$ cat src/design/adc_seq_pkg.sv
/*
  Shared constants and types for the converter sequencer: register map,
  control bit positions, reset values, conversion counts and carriers.
  Assumes an 8-bit register port and a machine-cycle strobe from the core.
*/
package adc_seq_pkg;

  // Register port widths
  localparam int ADDR_W = 8;
  localparam int DATA_W = 8;

  // Register offsets
  localparam logic [ADDR_W-1:0] OFS_CTRL       = 8'h00;
  localparam logic [ADDR_W-1:0] OFS_RESULT     = 8'h01;
  localparam logic [ADDR_W-1:0] OFS_IRQ_STATUS = 8'h02;
  localparam logic [ADDR_W-1:0] OFS_IRQ_ENABLE = 8'h03;
  localparam logic [ADDR_W-1:0] OFS_IRQ_CLEAR  = 8'h04;

  // Control register bit positions
  localparam int CTRL_ENABLE_BIT = 7;
  localparam int CTRL_DONE_BIT   = 4;
  localparam int CTRL_START_BIT  = 3;
  localparam int CTRL_RCSEL_BIT  = 2;
  localparam int CTRL_CH_HI_BIT  = 1;
  localparam int CTRL_CH_LO_BIT  = 0;

  // Interrupt status bit positions
  localparam int IRQ_DONE_BIT     = 0;
  localparam int IRQ_ABORT_BIT    = 1;
  localparam int STATUS_VALID_BIT = 7;
  localparam int IRQ_W            = 2;

  // Values after reset
  localparam logic [DATA_W-1:0] RESULT_RESET  = 8'h00;
  localparam logic [IRQ_W-1:0]  IRQ_EN_RESET  = 2'h0;
  localparam logic [1:0]        CHANNEL_RESET = 2'h0;

  // Conversion counts
  localparam int CPU_CONV_MCYCLES    = 31;
  localparam int RC_SYNC_MIN_MCYCLES = 3;
  localparam int RC_SYNC_MAX_MCYCLES = 4;
  localparam int RC_CONV_CLKS        = 108;
  localparam int SAR_FIRST_TICK      = 4;
  localparam int SAR_BITS            = 8;
  localparam int TICK_CNT_W          = 7;

  // Register port request
  typedef struct packed {
    logic [ADDR_W-1:0] addr;
    logic [DATA_W-1:0] wdata;
    logic              wr;
    logic              rd;
  } reg_req_s;

  // Controls towards the analog front end
  typedef struct packed {
    logic              powered;
    logic [1:0]        channel;
    logic [DATA_W-1:0] trial;
    logic              converting;
  } analog_ctl_s;

  // Sequencer states
  typedef enum logic [1:0] {
    st_idle,
    st_sync,
    st_conv
  } conv_state_e;

endpackage : adc_seq_pkg

$ cat src/design/adc_pin_sync.sv
/*
  Two-flop synchroniser for asynchronous level inputs.
  Assumes inputs are levels that stay put for several clock periods.
*/
`timescale 1ns/100ps
module adc_pin_sync #(
  parameter int W = 2
) (
  input  wire logic         i_clk,  // System clock
  input  wire logic         i_srst, // Synchronous reset, active high
  input  wire logic [W-1:0] i_d,    // Asynchronous levels
  output logic      [W-1:0] o_q     // Synchronised levels
);

  logic [W-1:0] meta_reg;

  // First stage feeds only the second stage
  always_ff @(posedge i_clk) begin
    if (i_srst) begin
      meta_reg <= '0;
      o_q      <= '0;
    end else begin
      meta_reg <= i_d;
      o_q      <= meta_reg;
    end
  end

endmodule : adc_pin_sync

$ cat src/design/adc_conversion_sequencer.sv
/*
  Sequencer for an 8-bit successive-approximation converter: control,
  result and interrupt registers, CPU-clocked or RC-clocked timing,
  idle wake-up and power-down abort.
  Assumes a one-cycle machine-cycle strobe from the core, idle and
  power-down levels from the core, and i_clk running in power-down.
*/
// Functional notes
// After reset convert from machine-cycle clock; RC only when select bit set.
// CPU-clocked conversion completes exactly 31 machine cycles after start.
// System keeps CPU clock at 1 MHz or more for accuracy.
// Select bit set runs conversion from RC oscillator regardless of CPU clock.
// RC-clocked start spends 3 or 4 machine cycles synchronising.
// RC-clocked total lies between 3 mcycles+108 and 4 mcycles+112 RC clocks.
// Completion in idle with interrupt enabled wakes the CPU.
// RC-clocked conversion continues through power-down.
// Power-down during CPU-clocked conversion aborts, no wake, result invalid.
// Software enters idle or power-down within two machine cycles of start.
// System prevents other wake-ups until conversion finishes.
// Interrupt use: enable first, handler reads result, clears done and channel.
// Polled use: set channel, start, wait done, read, clear done and channel.
// Software enables converter long enough before any start.
// Start flag stays set during conversion; completion sets done flag.
// Start commands ignored while start or done flag is set.
// Result holds its value until another conversion starts.
// Two-bit channel selects input 0..3, writable only when both flags clear.
`timescale 1ns/100ps
module adc_conversion_sequencer #(
  parameter int CPU_MCYCLES = adc_seq_pkg::CPU_CONV_MCYCLES,
  parameter int RC_CLKS     = adc_seq_pkg::RC_CONV_CLKS
) (
  input  wire logic                           i_clk,        // 200 MHz system clock
  input  wire logic                           i_srst,       // Synchronous reset
  input  wire adc_seq_pkg::reg_req_s          i_bus,        // Register request
  output logic      [adc_seq_pkg::DATA_W-1:0] o_rdata,      // Read data, next cycle
  input  wire logic                           i_mcycle,     // Machine-cycle strobe
  input  wire logic                           i_idle,       // Core in idle
  input  wire logic                           i_power_down, // Core in power-down
  input  wire logic                           i_rc_osc,     // RC oscillator pin
  input  wire logic                           i_comp_hi,    // Input above trial level
  output adc_seq_pkg::analog_ctl_s            o_analog,     // Analog front-end control
  output logic                                o_irq,        // Level interrupt
  output logic                                o_wake        // Wake pulse to core
);

  localparam int CW = adc_seq_pkg::TICK_CNT_W;

  // Elaboration check on the conversion lengths
  if (CPU_MCYCLES > (1 << CW) - 1 || RC_CLKS > (1 << CW) - 1 ||
      CPU_MCYCLES < adc_seq_pkg::SAR_FIRST_TICK + adc_seq_pkg::SAR_BITS ||
      RC_CLKS < adc_seq_pkg::SAR_FIRST_TICK + adc_seq_pkg::SAR_BITS) begin : g_bad_len
    $error("conversion length out of range");
  end

  localparam logic [CW-1:0] CPU_LAST = CW'(CPU_MCYCLES - 1);
  localparam logic [CW-1:0] RC_LAST  = CW'(RC_CLKS - 1);
  localparam logic [CW-1:0] SAR_LO   = CW'(adc_seq_pkg::SAR_FIRST_TICK);
  localparam logic [CW-1:0] SAR_HI   = CW'(adc_seq_pkg::SAR_FIRST_TICK +
                                           adc_seq_pkg::SAR_BITS);
  localparam logic [2:0]    SYNC_MIN = 3'(adc_seq_pkg::RC_SYNC_MIN_MCYCLES);
  localparam logic [2:0]    SYNC_MAX = 3'(adc_seq_pkg::RC_SYNC_MAX_MCYCLES);

  // Write strobe aimed at one offset
  function automatic logic wr_hit(input adc_seq_pkg::reg_req_s req,
                                  input logic [adc_seq_pkg::ADDR_W-1:0] ofs);
    wr_hit = req.wr && (req.addr == ofs);
  endfunction : wr_hit

  // Control, result and interrupt register fields, read data and wake
  logic                            enable_reg;
  logic                            start_flag_reg;
  logic                            done_flag_reg;
  logic                            rc_sel_reg;
  logic [1:0]                      channel_reg;
  logic [adc_seq_pkg::DATA_W-1:0]  result_reg;
  logic                            valid_reg;
  logic [adc_seq_pkg::IRQ_W-1:0]   irq_status_reg;
  logic [adc_seq_pkg::IRQ_W-1:0]   irq_enable_reg;
  logic [adc_seq_pkg::DATA_W-1:0]  rdata_reg;
  logic                            wake_reg;

  // Sequencer state
  adc_seq_pkg::conv_state_e        state_reg;
  logic [CW-1:0]                   tick_cnt_reg;
  logic [2:0]                      sync_cnt_reg;
  logic                            rc_seen_reg;
  logic [adc_seq_pkg::DATA_W-1:0]  sar_reg;
  logic [2:0]                      sar_step_reg;
  logic                            rc_prev_reg;

  // Synchronised pins
  logic [1:0]                      pin_sync;
  logic                            rc_level;
  logic                            comp_level;
  logic                            rc_tick;

  // Decoded events
  logic                            ctrl_wr;
  logic                            start_req;
  logic                            conv_tick;
  logic                            finish;
  logic                            abort;
  logic [CW-1:0]                   conv_last;
  logic [adc_seq_pkg::DATA_W-1:0]  sar_mask;

  // Oscillator and comparator pass two flops before use
  adc_pin_sync #(
    .W (2)
  ) u_pin_sync (
    .i_clk  (i_clk),
    .i_srst (i_srst),
    .i_d    ({i_rc_osc, i_comp_hi}),
    .o_q    (pin_sync)
  );

  assign rc_level   = pin_sync[1];
  assign comp_level = pin_sync[0];

  // Rising edge of the synchronised RC oscillator
  always_ff @(posedge i_clk) begin
    if (i_srst) begin
      rc_prev_reg <= 1'b0;
    end else begin
      rc_prev_reg <= rc_level;
    end
  end

  assign rc_tick = rc_level & ~rc_prev_reg;

  // Start accepted only from the not-busy, not-complete state
  assign ctrl_wr   = wr_hit(i_bus, adc_seq_pkg::OFS_CTRL);
  assign start_req = ctrl_wr && i_bus.wdata[adc_seq_pkg::CTRL_START_BIT] &&
                     !start_flag_reg && !done_flag_reg &&
                     (enable_reg || i_bus.wdata[adc_seq_pkg::CTRL_ENABLE_BIT]);

  // Conversion clock source: machine cycles by default, RC when selected
  assign conv_tick = rc_sel_reg ? rc_tick : i_mcycle;
  assign conv_last = rc_sel_reg ? RC_LAST : CPU_LAST;

  // Completion on the last conversion tick
  assign finish = (state_reg == adc_seq_pkg::st_conv) && conv_tick &&
                  (tick_cnt_reg == conv_last) && !abort;

  // Power-down kills a CPU-clocked conversion only
  assign abort = (state_reg != adc_seq_pkg::st_idle) && i_power_down &&
                 !rc_sel_reg;

  // Bit under trial in the approximation
  assign sar_mask = 8'h80 >> sar_step_reg;

  // Sequencer state machine
  always_ff @(posedge i_clk) begin
    if (i_srst) begin
      state_reg    <= adc_seq_pkg::st_idle;
      tick_cnt_reg <= '0;
      sync_cnt_reg <= '0;
      rc_seen_reg  <= 1'b0;
    end else if (abort) begin
      state_reg    <= adc_seq_pkg::st_idle;
      tick_cnt_reg <= '0;
    end else begin
      case (state_reg)
        adc_seq_pkg::st_idle: begin
          tick_cnt_reg <= '0;
          sync_cnt_reg <= '0;
          rc_seen_reg  <= 1'b0;
          if (start_req) begin
            // RC select is taken as written with the start command
            if (i_bus.wdata[adc_seq_pkg::CTRL_RCSEL_BIT]) begin
              state_reg <= adc_seq_pkg::st_sync;
            end else begin
              state_reg <= adc_seq_pkg::st_conv;
            end
          end
        end
        adc_seq_pkg::st_sync: begin
          // Three machine cycles, a fourth when no RC edge was seen yet
          if (rc_tick) begin
            rc_seen_reg <= 1'b1;
          end
          if (i_mcycle) begin
            sync_cnt_reg <= sync_cnt_reg + 3'h1;
            if ((sync_cnt_reg + 3'h1 == SYNC_MIN && (rc_seen_reg || rc_tick)) ||
                sync_cnt_reg + 3'h1 == SYNC_MAX) begin
              state_reg <= adc_seq_pkg::st_conv;
            end
          end
        end
        adc_seq_pkg::st_conv: begin
          if (conv_tick) begin
            tick_cnt_reg <= tick_cnt_reg + CW'(1);
            if (tick_cnt_reg == conv_last) begin
              state_reg <= adc_seq_pkg::st_idle;
            end
          end
        end
        default: begin
          state_reg <= adc_seq_pkg::st_idle;
        end
      endcase
    end
  end

  // Successive approximation, one bit per conversion tick while the tick count is 4 to 11
  always_ff @(posedge i_clk) begin
    if (i_srst) begin
      sar_reg      <= 8'h00;
      sar_step_reg <= 3'h0;
    end else if (start_req && state_reg == adc_seq_pkg::st_idle) begin
      sar_reg      <= 8'h80;
      sar_step_reg <= 3'h0;
    end else if (state_reg == adc_seq_pkg::st_conv && conv_tick &&
                 tick_cnt_reg >= SAR_LO && tick_cnt_reg < SAR_HI) begin
      sar_reg <= (comp_level ? sar_reg : (sar_reg & ~sar_mask)) | (sar_mask >> 1);
      sar_step_reg <= sar_step_reg + 3'h1;
    end
  end

  // Start and done flags; completion sets done over a software clear
  always_ff @(posedge i_clk) begin
    if (i_srst) begin
      start_flag_reg <= 1'b0;
      done_flag_reg  <= 1'b0;
    end else begin
      if (start_req) begin
        start_flag_reg <= 1'b1;
      end else if (finish || abort) begin
        start_flag_reg <= 1'b0;
      end
      if (finish) begin
        done_flag_reg <= 1'b1;
      end else if (ctrl_wr && !i_bus.wdata[adc_seq_pkg::CTRL_DONE_BIT]) begin
        done_flag_reg <= 1'b0;
      end
    end
  end

  // Enable, clock select and channel writes
  always_ff @(posedge i_clk) begin
    if (i_srst) begin
      enable_reg  <= 1'b0;
      rc_sel_reg  <= 1'b0;
      channel_reg <= adc_seq_pkg::CHANNEL_RESET;
    end else if (ctrl_wr) begin
      // Enable cannot drop while a flag is set
      if (i_bus.wdata[adc_seq_pkg::CTRL_ENABLE_BIT] ||
          (!start_flag_reg && !done_flag_reg)) begin
        enable_reg <= i_bus.wdata[adc_seq_pkg::CTRL_ENABLE_BIT];
      end
      // Channel and select frozen while busy or complete
      if (!start_flag_reg && !done_flag_reg) begin
        rc_sel_reg  <= i_bus.wdata[adc_seq_pkg::CTRL_RCSEL_BIT];
        channel_reg <= i_bus.wdata[adc_seq_pkg::CTRL_CH_HI_BIT:
                                   adc_seq_pkg::CTRL_CH_LO_BIT];
      end
    end
  end

  // Result: cleared at start, loaded at completion, invalid after abort
  always_ff @(posedge i_clk) begin
    if (i_srst) begin
      result_reg <= adc_seq_pkg::RESULT_RESET;
      valid_reg  <= 1'b0;
    end else if (start_req) begin
      result_reg <= adc_seq_pkg::RESULT_RESET;
      valid_reg  <= 1'b0;
    end else if (finish) begin
      result_reg <= sar_reg;
      valid_reg  <= 1'b1;
    end else if (abort) begin
      valid_reg  <= 1'b0;
    end
  end

  // Sticky interrupt status; a new event beats a clear in the same cycle
  always_ff @(posedge i_clk) begin
    if (i_srst) begin
      irq_status_reg <= '0;
    end else begin
      irq_status_reg <= (irq_status_reg &
                         ~(wr_hit(i_bus, adc_seq_pkg::OFS_IRQ_CLEAR) ?
                           i_bus.wdata[adc_seq_pkg::IRQ_W-1:0] : '0)) |
                        {abort, finish};
    end
  end

  // Interrupt enable register
  always_ff @(posedge i_clk) begin
    if (i_srst) begin
      irq_enable_reg <= adc_seq_pkg::IRQ_EN_RESET;
    end else if (wr_hit(i_bus, adc_seq_pkg::OFS_IRQ_ENABLE)) begin
      irq_enable_reg <= i_bus.wdata[adc_seq_pkg::IRQ_W-1:0];
    end
  end

  // Wake the core at completion in idle, or in RC-clocked power-down, with the done interrupt enabled; an abort never wakes it
  always_ff @(posedge i_clk) begin
    if (i_srst) begin
      wake_reg <= 1'b0;
    end else begin
      wake_reg <= finish && irq_enable_reg[adc_seq_pkg::IRQ_DONE_BIT] &&
                  (i_idle || (i_power_down && rc_sel_reg));
    end
  end

  // Read data, valid in the cycle after the read strobe
  always_ff @(posedge i_clk) begin
    if (i_srst) begin
      rdata_reg <= '0;
    end else if (i_bus.rd) begin
      case (i_bus.addr)
        adc_seq_pkg::OFS_CTRL: begin
          rdata_reg <= {enable_reg, 2'b00, done_flag_reg, start_flag_reg,
                        rc_sel_reg, channel_reg};
        end
        adc_seq_pkg::OFS_RESULT: begin
          rdata_reg <= result_reg;
        end
        adc_seq_pkg::OFS_IRQ_STATUS: begin
          rdata_reg <= {valid_reg, 5'h00, irq_status_reg};
        end
        adc_seq_pkg::OFS_IRQ_ENABLE: begin
          rdata_reg <= {6'h00, irq_enable_reg};
        end
        default: begin
          rdata_reg <= '0;
        end
      endcase
    end else begin
      rdata_reg <= '0;
    end
  end

  // Outputs
  assign o_rdata             = rdata_reg;
  assign o_irq               = |(irq_status_reg & irq_enable_reg);
  assign o_wake              = wake_reg;
  assign o_analog.powered    = enable_reg;
  assign o_analog.channel    = channel_reg;
  assign o_analog.trial      = sar_reg;
  assign o_analog.converting = (state_reg == adc_seq_pkg::st_conv);

endmodule : adc_conversion_sequencer

$ cat config.mk
export PLATFORM = sky130hd
export DESIGN_NAME = adc_conversion_sequencer
export DESIGN_NICKNAME = d
export VERILOG_FILES = /design/src/design/adc_seq_pkg.sv /design/src/design/adc_pin_sync.sv /design/src/design/adc_conversion_sequencer.sv
export SDC_FILE = /design/constraint.sdc
export NUM_CORES = 1
export LEC_CHECK = 0
export BUFFER_PORTS_ARGS = -buffer_cell sky130_fd_sc_hd__buf_4
export CORE_ASPECT_RATIO = 1.25
export CORE_MARGIN = 4
export CORE_UTILIZATION = 35
export CTS_CLUSTER_SIZE = 10
export DETAILED_ROUTE_END_ITERATION = 16
export HOLD_SLACK_MARGIN = 0.03
export PLACE_DENSITY_LB_ADDON = 0.08
export SLEW_MARGIN = 20
export SYNTH_ARGS = -nofsm -noshare
export SYNTH_HDL_FRONTEND = slang
export SYNTH_SLANG_ARGS = --single-unit
$ cat constraint.sdc
create_clock -name i_clk -period 1.7 [get_ports i_clk]
set_input_delay 0.17 -clock i_clk [delete_from_list [all_inputs] [get_ports i_clk]]
set_output_delay 0.17 -clock i_clk [all_outputs]
set_load 0.01 [all_outputs]
==> impl_metrics.ini <==
[timing]
setup_slack_ns = 0.0761
timing.final.crit_period_ns = 1.62
clock_skew_ns = 0.00752
timing.slew.headroom_pct = 67.1
report.final.setup_viol = 0
slew_viol_final = 0
rsz0062_at_grt = no
fin_tns_setup_ns = 0
final-hold-violation-count = 0
worst_pin_slew_ns = 0.492
timing.final.crit_share_pct = 95.5
fmax_mhz = 616

[clock_tree]
cts_tree = yes
htreeDepth = 3
clock_path_buffers = 2
worst_setup_hold_path_clk_slew_ns = 0.07
cts_made_buffers = 9
tritoncts_sink_count = 57
clk-insertion-delay-late_ns = 0.34
postCtsSetupBuffers = 0
cts_root_buffer = clkbuf_8

[setup_path]
critPathSlowestCell = dfxtp_2
regToRegEndpoint = result_reg[6]
reg2regPathDepth = 6
timing.setup.critical_path_class = flop to flop
critical_path_source = rc_sel_reg
crit_end = result_reg[6]
delay_contributed_by_the_slowest_stage_of_the_critical_path_ns = 0.35
critical_path_cell_count = 6
cp_cell_sequence = nor4b_1 > buf_4 > o211ai_2 > buf_12 > o31ai_1 > a21oi_1
critical_path.max_fanout = 8
endpoint_kind = flop
worst_ep_required_time_ns = 1.93
worst_path_dominant_cell_family = compound AO/OA/AOI/OAI gates
start_kind = flop
crit_buf_inv = 2
worst_ep_arrival_time_ns = 1.85
r2r_slack_ns = 0.08
reg2reg_from = rc_sel_reg

[logic_synthesis]
synth_cell_type_count = 52
synth_enable_flop_cells = 0
synth-seq-area-share_pct = 41.2
post_synth_instance_area_um2 = 2770
yosys.area.top_type_share_pct = 41.2
synth_seq_cells = 57
synth_simple_gate_area_share_pct = 23.2
syn-mean-instance-area_um2 = 9.08
synth_fa_ha_area_share_pct = 4.97
muxShareOfSynthArea_pct = 4.88
synth_top_family_by_area = simple AND/OR/NAND/NOR gates
dominant_cell_type_by_area_after_synthesis = dfxtp_1
compound_gate_fraction_of_synth_area_pct = 19.0
ys_top_cells_by_count = dfxtp_1 (57), a21oi_1 (31), nor2_1 (20)
ys_async_sr_fraction_pct = 0
synthesis.instances = 305
netlist_top_cells_area = dfxtp_1 (41%), a21oi_1 (5.6%), ha_1 (5.0%)
synth.most_common_cell = dfxtp_1
mappedNetlistNets = 341
synth-warning-count = 0
synthXorXnorAreaFrac_pct = 2.21
yosys_most_used_dff = dfxtp_1

[placed_design]
io_buffer_count = 44
dp_hpwl_um = 5540
post-place-ws_ns = 0.0576
gpl.final_weighted_congestion = 0.857

[route]
detail_route.drc_violations = 0
detail-route-antenna-nets = 0
drt-initial-drc-count = 128
drtPass1Iterations = 4
drt_wl_total_um = 7250
num_vias = 2498
avgRoutedWirePerCell_um = 15.3
via_per_inst = 5.27

[cells_and_area]
nFillCells = 784
syn2layout_area_growth_pct = 30.6
diodes = 0
drive_gt1_share_pct = 27.2
nets_final = 410
final_core_util_pct = 46.7

[die]
dieArea_um2 = 9410
chipHeight_um = 107
num_rows = 36
boundary_pin_count = 47
placeableCoreArea_um2 = 7750
initial_utilization_pct = 35.7
chip_width_um = 87.6

[hold_path]
hold_class = primary input to flop
hold_path_depth = 2
min_from = i_comp_hi

[global_routing]
antenna_found_initial = 0
wire_length_of_the_first_global_routing_pass_um = 12200
remaining_overflow_grt = 0
maximum_number_of_pins_on_one_net_before_global_route_repair = 23
via_count_of_the_first_global_routing_pass = 2448
globalRouteTotalUtil_pct = 16.8

[flow_run]
timing.max_cap.violations = 0

[pwr]
leak_pwr_uw = 0.00149
ir_worst_vdd_mv = 0.433
pd_cells_nw_per_um2 = 809
p_total_uw = 2930

[status]
run_status = finished, final reports clean
worst min path at each step:
stage,end
6_report,u_pin_sync.meta_reg[0]
3_3_place_gp,u_pin_sync.meta_reg[0]
5_1_grt,u_pin_sync.meta_reg[0]
3_5_place_dp,u_pin_sync.meta_reg[1]
2_1_floorplan,u_pin_sync.meta_reg[0]
4_1_cts,u_pin_sync.meta_reg[0]
metrics by stage:
step / area (um^2) / hold WS (ns) / cells
after CTS: 3600 / 0.0371 / 474
final: 3620 / 0.0462 / 474
after floorplan: 2770 / 0.298 / 305
after global routing: 3620 / 0.0803 / 474
after detailed placement: 3370 / 0.389 / 457
after global placement: 3370 / 0.386 / 457
cell type report:
cell class	instances	area [um^2]	area share, %
Multi-Input combinational cell	220	1510	41.9
Sequential cell	57	1140	31.6
Inverter	13	48.8	1.35
Clock inverter	5	77.6	2.15
Tap cell	95	119	3.29
Clock buffer	11	151	4.19
Timing Repair Buffer	73	563	15.6
layer usage:
layer | vias to the layer above | track usage (%) | routed length, um
li1 | 1256 | - | -
met1 | 1173 | 20.3 | 3150
met2 | 55 | 27.8 | 3580
met3 | 14 | 3.37 | 338
met4 | 0 | 8.11 | 178
met5 | - | 0 | 0
logic make-up (layout without fill, tap and decap cells):
logic type               Yosys count  in the layout
buffers and inverters             28            102
AO/OA/AOI/OAI                     79             79
multiplexers                      11             11
XOR/XNOR                           7              7
AND/OR/NAND/NOR                  112            112
flip-flops                        57             57
adder cells (fa/ha/maj)           11             11
worst register-to-register path, stage by stage (launching register included):
cell,delay [ns]
dfxtp_2,0.35
nor4b_1,0.35
buf_4,0.18
o211ai_2,0.14
buf_12,0.17
o31ai_1,0.23
a21oi_1,0.10
what timing repair did:
action	4_1_cts	5_1_grt
hold endpoints to repair	1	0
hold buffers	1	0
setup endpoints to repair	0	22
gates resized for setup	0	4
where the power goes:
part           internal [uW]  total, uW  switching [uW]
sequential              1340       1340            3.85
clock                    899       1450             551
combinational           62.5        131            69.0
layout by cell type (no fill, tap or decap), types with 9 or more instances in the layout:
cell | Yosys | final
ha_1 | 11 | 11
nand2_1 | 17 | 17
nand4_1 | 11 | 11
a21oi_1 | 31 | 31
clkbuf_8 | 0 | 11
inv_1 | 13 | 13
nand3_1 | 16 | 16
nor2_1 | 20 | 19
nor2b_1 | 9 | 9
o31ai_1 | 10 | 10
o21ai_0 | 11 | 10
buf_4 | 2 | 71
dfxtp_1 | 57 | 56
mux2i_1 | 9 | 9
Note: power is estimated with default switching activity, not from simulation.
